### config.mk
export PLATFORM = sky130hd
export DESIGN_NAME = fraction_integer_divide_unit
export DESIGN_NICKNAME = d
export VERILOG_FILES = /design/src/rtl/div_unit_pkg.sv /design/src/rtl/fraction_integer_divide_unit.sv
export SDC_FILE = /design/constraint.sdc
export NUM_CORES = 1
export LEC_CHECK = 0
export ABC_AREA = 1
export BUFFER_PORTS_ARGS = -buffer_cell sky130_fd_sc_hd__buf_2
export CAP_MARGIN = 15
export CELL_PAD_IN_SITES_DETAIL_PLACEMENT = 1
export CELL_PAD_IN_SITES_GLOBAL_PLACEMENT = 1
export CORE_ASPECT_RATIO = 0.8
export CORE_MARGIN = 8
export CORE_UTILIZATION = 34
export CTS_CLUSTER_SIZE = 16
export DETAILED_ROUTE_END_ITERATION = 6
export PLACE_DENSITY = 0.71
export RECOVER_POWER = 50
export SYNTH_ARGS = -nofsm -noshare
export SYNTH_HDL_FRONTEND = slang
export SYNTH_SLANG_ARGS = --single-unit
### constraint.sdc
create_clock -name ref_clk_i -period 2.2 [get_ports ref_clk_i]
set_input_delay 0.11 -clock ref_clk_i [delete_from_list [all_inputs] [get_ports ref_clk_i]]
set_output_delay 0.11 -clock ref_clk_i [all_outputs]
set_load 0.05 [all_outputs]
### src/rtl/div_unit_pkg.sv
// Shared types and constants for the fraction and integer divide unit
package div_unit_pkg;
	localparam int WORD_W = 18;
	localparam int STEP_W = 6;
	// Step counter load: twos complement of octal 23 (19 steps)
	localparam logic [5:0] STEP_LOAD = 6'h2D;
	localparam logic [5:0] STEP_DONE = 6'h00;
	localparam logic [17:0] WORD_ZERO = 18'h00000;
	localparam int SIGN_BIT = 17;

	typedef enum logic [1:0] {
		OP_SIGNED_FRACTION = 2'b00,
		OP_UNSIGNED_INTEGER = 2'b01,
		OP_SIGNED_INTEGER = 2'b10
	} div_op_t;

	typedef struct packed {
		div_op_t op;
		logic [5:0] step_field;
		logic [17:0] working;
		logic link;
	} div_request_t;

	typedef struct packed {
		logic [17:0] working;
		logic [17:0] quotient;
		logic link;
		logic overflow;
	} div_result_t;
endpackage

### src/rtl/fraction_integer_divide_unit.sv
// Fraction and integer divide datapath with setup, step and finish phases
`timescale 1ns/1ps

module fraction_integer_divide_unit
	import div_unit_pkg::*;
(
	// Clock and reset
	input wire logic ref_clk_i,
	input wire logic rst_i,
	// Request from sequencer
	input wire logic start_i,
	input wire div_request_t req_i,
	// Divisor word fetched from core
	input wire logic divisor_valid_i,
	input wire logic [17:0] divisor_i,
	// Sequencer handshake
	output logic busy_o,
	output logic divisor_req_o,
	output logic done_o,
	output logic skip_next_o,
	// Results
	output div_result_t result_o
);

	if (WORD_W != 18 || STEP_W != 6) begin : g_width_check
		$error("Divide unit supports only 18-bit words with a 6-bit step counter");
	end

	typedef enum logic [2:0] {
		ST_IDLE = 3'b000,
		ST_FETCH = 3'b001,
		ST_CHECK = 3'b010,
		ST_STEP = 3'b011,
		ST_FINISH = 3'b100
	} state_t;

	state_t state;
	div_op_t op;
	logic [17:0] working;
	logic [17:0] quotient;
	logic [17:0] divisor;
	logic [5:0] step;
	logic link;
	logic dividend_sign;
	logic divisor_sign;
	logic overflow;
	logic signed_op;
	logic [18:0] trial;
	logic [17:0] next_working;
	logic [17:0] next_quotient;
	logic next_bit;
	logic overflow_now;
	logic [5:0] steps_left;
	logic shift_en;

	assign signed_op = (op != OP_UNSIGNED_INTEGER);

	////////////////////////////////////////////////////////////////////////
	// Leading steps idle so the quotient lands at the right binary point
	always_comb begin
		steps_left = STEP_DONE - step;
		if (op == OP_SIGNED_FRACTION) begin
			shift_en = (steps_left != 6'h00) && (steps_left <= 6'(WORD_W - 1));
		end else begin
			shift_en = (steps_left != 6'h00) && (steps_left <= 6'(WORD_W));
		end
	end

	// Overflow test on the captured divisor, used in the check state
	always_comb begin
		if (op == OP_SIGNED_FRACTION) begin
			overflow_now = (divisor <= working);
		end else begin
			overflow_now = (divisor == WORD_ZERO);
		end
	end

	////////////////////////////////////////////////////////////////////////
	// Restoring divide step on magnitude working:quotient
	always_comb begin
		trial = {working, quotient[17]} - {1'b0, divisor};
		next_bit = ~trial[18];
		next_working = next_bit ? trial[17:0] : {working[16:0], quotient[17]};
		next_quotient = {quotient[16:0], next_bit};
	end

	////////////////////////////////////////////////////////////////////////
	// Sequencer
	always_ff @(posedge ref_clk_i) begin
		if (rst_i) begin
			state <= ST_IDLE;
		end else begin
			case (state)
				ST_IDLE: begin
					if (start_i) begin
						state <= ST_FETCH;
					end
				end
				ST_FETCH: begin
					if (divisor_valid_i) begin
						state <= ST_CHECK;
					end
				end
				ST_CHECK: begin
					state <= overflow_now ? ST_FINISH : ST_STEP;
				end
				ST_STEP: begin
					if (step == STEP_DONE) begin
						state <= ST_FINISH;
					end
				end
				ST_FINISH: begin
					state <= ST_IDLE;
				end
				default: begin
					state <= ST_IDLE;
				end
			endcase
		end
	end

	////////////////////////////////////////////////////////////////////////
	// Setup, divisor capture and division steps
	always_ff @(posedge ref_clk_i) begin
		if (rst_i) begin
			op <= OP_SIGNED_FRACTION;
			working <= WORD_ZERO;
			quotient <= WORD_ZERO;
			divisor <= WORD_ZERO;
			step <= STEP_DONE;
			dividend_sign <= 1'b0;
			divisor_sign <= 1'b0;
		end else begin
			case (state)
				ST_IDLE: begin
					if (start_i) begin
						op <= req_i.op;
						step <= req_i.step_field;
						divisor_sign <= req_i.link;
						case (req_i.op)
							OP_SIGNED_FRACTION: begin
								// Fraction in working, point after sign
								dividend_sign <= req_i.working[SIGN_BIT];
								working <= req_i.working[SIGN_BIT] ?
									~req_i.working : req_i.working;
								quotient <= WORD_ZERO;
							end
							OP_SIGNED_INTEGER: begin
								dividend_sign <= req_i.working[SIGN_BIT];
								quotient <= req_i.working[SIGN_BIT] ?
									~req_i.working : req_i.working;
								working <= WORD_ZERO;
							end
							default: begin
								dividend_sign <= 1'b0;
								quotient <= req_i.working;
								working <= WORD_ZERO;
							end
						endcase
					end
				end
				ST_FETCH: begin
					if (divisor_valid_i) begin
						divisor <= divisor_i;
					end
				end
				ST_STEP: begin
					step <= step + 6'h01;
					if (shift_en) begin
						working <= next_working;
						quotient <= next_quotient;
					end
				end
				ST_FINISH: begin
					if (signed_op && !overflow) begin
						// Ones-complement magnitudes with signs on top
						working <= dividend_sign ? ~working : working;
						quotient <= (dividend_sign ^ divisor_sign) ?
							~quotient : quotient;
					end
				end
				default: begin
				end
			endcase
		end
	end

	////////////////////////////////////////////////////////////////////////
	// Overflow detection and Link
	always_ff @(posedge ref_clk_i) begin
		if (rst_i) begin
			overflow <= 1'b0;
		end else if (state == ST_IDLE && start_i) begin
			overflow <= 1'b0;
		end else if (state == ST_CHECK) begin
			overflow <= overflow_now;
		end
	end

	always_ff @(posedge ref_clk_i) begin
		if (rst_i) begin
			link <= 1'b0;
		end else if (state == ST_FINISH) begin
			link <= overflow;
		end
	end

	////////////////////////////////////////////////////////////////////////
	// Outputs
	always_ff @(posedge ref_clk_i) begin
		if (rst_i) begin
			done_o <= 1'b0;
		end else begin
			done_o <= (state == ST_FINISH);
		end
	end

	assign busy_o = (state != ST_IDLE);
	assign divisor_req_o = (state == ST_FETCH);
	assign skip_next_o = done_o;
	assign result_o.working = working;
	assign result_o.quotient = quotient;
	assign result_o.link = link;
	assign result_o.overflow = overflow;
endmodule

**Yosys cells after proc, flatten, opt, wreduce, memory -nomap -nowiden**

Index checks and enable logic that the tools add are counted.

- Add/sub/neg operators: 3
- Order comparisons: 3
- Equality and inequality tests: 13
- Muxes and demuxes: 24
- Bitwise logic cells: 5
- Reduce and logical (&&, ||, !) cells: 22

Operators with widths:

| operator | number |
|---|---|
| $mux 18 | 11 |
| $pmux 18 s3 | 2 |
| $not 18->18 | 3 |
| $pmux 18 s2 | 1 |
| $sub 19x18->19 | 1 |
| $le 18x18->1 | 1 |
| $logic_not 18->1 | 1 |
| $ne 2x2->1 const B | 7 |
| $le 6x5->1 const B | 2 |
| $mux 3 | 4 |
| $pmux 3 s4 | 1 |
| $pmux 6 s2 | 1 |
| $reduce_and 5->1 | 2 |
| $add 6x1->6 const B | 1 |
| $eq 3x2->1 const B | 2 |
| $logic_not 6->1 | 1 |
| $mux 6 | 1 |
| $reduce_and 2->1 | 3 |
| $reduce_bool 3->1 | 2 |
| $reduce_bool 6->1 | 1 |
| $sub 1x6->6 const A | 1 |
| $logic_and 1x1->1 | 4 |
| $logic_not 2->1 | 2 |
| $reduce_or 2->1 | 2 |
| other kinds (11) | 13 |

- Bits in registers: 70
- Input bits: 49
- Logic and storage cells: 81

**Longest topological paths before layout**

- Word-level depth: 6
- Depth in mapped cells: 16

**Worst setup path after synthesis**

OpenSTA, ideal clock, no wires.

- Path kind: register -> register
- Start: register quotient[17]
- End: register working[11]
- Setup time: 117 ps
- Data arrival time: 2,302 ps
- Slack: -219 ps
- Cell stages (with the launch flop): 15
- Buffers on the path: 1
- Cells stage by stage: dfxtp_1 -> inv_1 -> ha_1 -> fa_1 -> inv_1 -> nand3_1 -> nand3_1 -> nand2_1 -> nand2_1 -> nand2_1 -> nand2_1 -> buf_2 -> nand2_1 -> nand3_1 -> a21oi_1

- Cells in the longest elaborated chain, start to end: 4

Ends and longest elaborated chain:

| what | RTL line | text |
|---|---|---|
| start: declaration | fraction_integer_divide_unit.sv:40 | `logic [17:0] quotient;` |
| start signal: assignment | fraction_integer_divide_unit.sv:150 | `quotient <= req_i.working[SIGN_BIT] ?` |
| start signal: assignment | fraction_integer_divide_unit.sv:156 | `quotient <= req_i.working;` |
| start signal: assignment | fraction_integer_divide_unit.sv:171 | `quotient <= next_quotient;` |
| $sub 19x18->19 | fraction_integer_divide_unit.sv:81 | `trial = {working, quotient[17]} - {1'b0, divisor};` |
| $mux 18 | fraction_integer_divide_unit.sv:83 | `next_working = next_bit ? trial[17:0] : {working[16:0], quotient[17]};` |
| $mux 18 | fraction_integer_divide_unit.sv:169 | `if (shift_en) begin` |
| $pmux 18 s3 | fraction_integer_divide_unit.sv:134 | `case (state)` |
| end signal: assignment | fraction_integer_divide_unit.sv:144 | `working <= req_i.working[SIGN_BIT] ?` |
| end signal: assignment | fraction_integer_divide_unit.sv:170 | `working <= next_working;` |
| end signal: assignment | fraction_integer_divide_unit.sv:177 | `working <= dividend_sign ? ~working : working;` |
| end: declaration | fraction_integer_divide_unit.sv:39 | `logic [17:0] working;` |

No other way between the ends. The select of a mux whose other input is x is not followed.
A chain may end at the register's enable or synchronous reset.

**Worst setup path after layout**

- Start: register divisor[11]
- End: register working[10]

- Cells in the longest elaborated chain, start to end: 4

Ends and longest elaborated chain:

| what | RTL line | text |
|---|---|---|
| start: declaration | fraction_integer_divide_unit.sv:41 | `logic [17:0] divisor;` |
| start signal: assignment | fraction_integer_divide_unit.sv:164 | `divisor <= divisor_i;` |
| $sub 19x18->19 | fraction_integer_divide_unit.sv:81 |  |
| $mux 18 | fraction_integer_divide_unit.sv:83 |  |
| $mux 18 | fraction_integer_divide_unit.sv:169 |  |
| $pmux 18 s3 | fraction_integer_divide_unit.sv:134 |  |

No other way between the ends. The select of a mux whose other input is x is not followed.

==> flow_summary.toml <==
[cells_and_area]
utilization_pct = 44.1
nNetsFinal = 1188
final.fill_count = 2311
area_growth_pct = 29.1
drive_above_1_share_pct = 20.5
diodes = 0

[timing]
worst_slew_pin_slew_ns = 1.08
max_freq_mhz = 460
fin_tns_setup_ns = 0
finalMaxSlewViolations = 0
finalSetupViolCount = 0
holdWs_ns = 0.0482
hold_viol = 0
setup_slack_ns = 0.0237
period_minus_slack_ns = 2.18
rsz0062_at_grt = "yes"
slew_headroom_pct = 27.7
skew_ns = 0.00689
period_share_pct = 98.9

[yosys]
yosysUniqueCellTypes = 38
synth_common_cells = "nand2_1 (231), inv_1 (124), a21oi_1 (97), nand3_1 (73), dfxtp_1 (70)"
synth_top_area_share_pct = 24.0
yosys_warnings = 0
synthArstFlopShare_pct = 0
ys_seq_area_share_pct = 24.0
syn-num-nets = 1039
synth_area_mm2 = 0.00585
synthTopCellsByArea = "dfxtp_1 (24%), nand2_1 (15%), ha_1 (8.8%)"
synth_top_area_cell = "dfxtp_1"
avgSynthCellArea_um2 = 6.17
synth-edff-count = 0
synth_most_common_cell = "nand2_1"
netlist_instances = 948
synth_flop_cell = "dfxtp_1"
ys_seq_elements = 70

[floorplanning]
fp.dieArea_mm2 = 0.0217
die_w_um = 163
die_h_um = 133
rows = 43
ios = 91
start_util_pct = 34.2
core_mm2 = 0.0171

[placement]
post-place-ws_ns = -0.0684
dp_hpwl_mm = 17.8
place.gp.congestion = 0.869
port_buffers = 90

[worst_setup_path]
cp-start-kind = "register"
worstSetupEndpointType = "register"
worst-setup-path-type = "reg -> reg"
worstPathRequired_ns = 2.47
arrival_ns = 2.45
cp_max_fo = 7

[power_and_ir_drop]
peakVddDrop_v = 0.000685
p_leak_nw = 3.61
finalPower_mw = 13.7
cellPowerDensity_mw_per_mm2 = 1820

[routing]
vias = 6847
route.detailed.wl_per_inst_um = 17.5
ant_nets = 0
viasPerCell = 5.16
drt_iter0_drc = 374
drt_wl_total_mm = 23.2
first_pass_iters = 5
drc = 0

[global_route]
met2_usage_pct = 34.1
grt_pass1_vias = 6908
grt_pass1_wl_mm = 36.4
grt_max_degree = 38
grtUsageTotal_pct = 20.7
grt_use_met3_pct = 4.04
grtUsageMet1_pct = 27.3
overflow = 0
antenna_found_initial = 0
busiest_layer = "met2"

[run_status]
status = "finished clean"

[flow_run]
timing.max_cap.violations = 0

[worst_hold_path]
min_path_type = "in -> reg"

[clock_tree]
cts_tree = "built"
path_clk_slew_ns = 0.06
clkLatencyLatePin_ns = 0.35
max-clock-path-buffers = 2
cts_made_buffers = 9
holdBufCountCts = 0
clock-sinks = 70
root_buffer = "clkbuf_16"
ctsHtreeMaxLevel = 3
-- through the flow --
stage          instances  area [um2]
3_5_place_dp        1303        7020
5_1_grt             1327        7550
3_3_place_gp        1303        7020
6_report            1327        7550
2_1_floorplan        948        5860
4_1_cts             1319        7330
-- cell type report --
cell class | count | area, um2 | share of cell area (%)
clock buffers | 12 | 236 | 3.13
clock inverters | 4 | 47.5 | 0.630
inverters | 130 | 490 | 6.49
multi-input cells | 707 | 3990 | 52.8
flip-flops and latches | 70 | 1430 | 18.9
well taps | 225 | 282 | 3.73
repair buffers | 179 | 1080 | 14.3
-- worst max-delay path, stage by stage (launching register included) --
cell and delay [ns]:
dfxtp_1 0.37, inv_1 0.11, ha_4 0.24, a21oi_2 0.17
o21bai_1 0.11, a21oi_1 0.20, buf_4 0.16, buf_4 0.10
nand3_2 0.10, buf_6 0.16, nand3_1 0.10, nand3_1 0.10
a21oi_2 0.17
-- kinds of logic (layout without fill, tap and decap cells) --
logic type | after synthesis | after routing | share of synthesized area (%)
XOR/XNOR | 25 | 25 | 3.74
AND/OR/NAND/NOR | 441 | 441 | 33.3
buffers and inverters | 171 | 325 | 11.7
AO/OA/AOI/OAI | 199 | 199 | 18.2
flip-flops | 70 | 70 | 24.0
adder cells (fa/ha/maj) | 42 | 42 | 9.11
-- per-layer routing --
metal	vias to the layer above	wire length [um]
met5	-	0
met1	3253	11000
met3	26	1090
met4	0	382
met2	138	10800
li1	3430	-
-- worst paths after layout --
check                                               from                        to  cells past startpoint  slack [ns]
worst min register to register  quotient[3]$_SDFFE_PP0P_  quotient[3]$_SDFFE_PP0P_                      2        0.48
worst max register to register  divisor[11]$_SDFFE_PP0P_  working[10]$_SDFFE_PP0P_                     12        0.02
worst max-delay path            divisor[11]$_SDFFE_PP0P_  working[10]$_SDFFE_PP0P_                     12        0.02
worst min-delay path                       divisor_i[10]  divisor[10]$_SDFFE_PP0P_                      3        0.05
-- what timing repair did --
item / CTS / global route
pin swaps: 0 / 5
gates resized for setup: 10 / 52
setup endpoints to repair: 18 / 25
buffers inserted: 0 / 8
-- power breakdown --
part | total [mW] | internal (mW) | switching, mW
sequential | 2.08 | 1.70 | 0.388
combinational | 10.2 | 3.65 | 6.51
clock | 1.49 | 0.877 | 0.617
-- sequential cells by signal, indices dropped and copies added, names as in the netlist --
register / flops
step: 6
done_o: 1
overflow: 1
link: 1
divisor: 18
op: 2
divisor_sign: 1
quotient: 18
state: 3
working: 18
dividend_sign: 1
-- cells in the final DEF, fill, tap and decap left out, drive strengths merged, types with 6 or more instances in the layout --
cell type / n
nor3: 10
a21oi: 98
o21ai: 72
clkbuf: 55
nand3b: 20
dfxtp: 70
nand3: 75
nand4: 27
ha: 41
inv: 126
clkinv: 6
o22ai: 16
buf: 136
xnor2: 20
nand2: 235
nor2: 71
No activity file was read; power rests on OpenSTA's default activity.
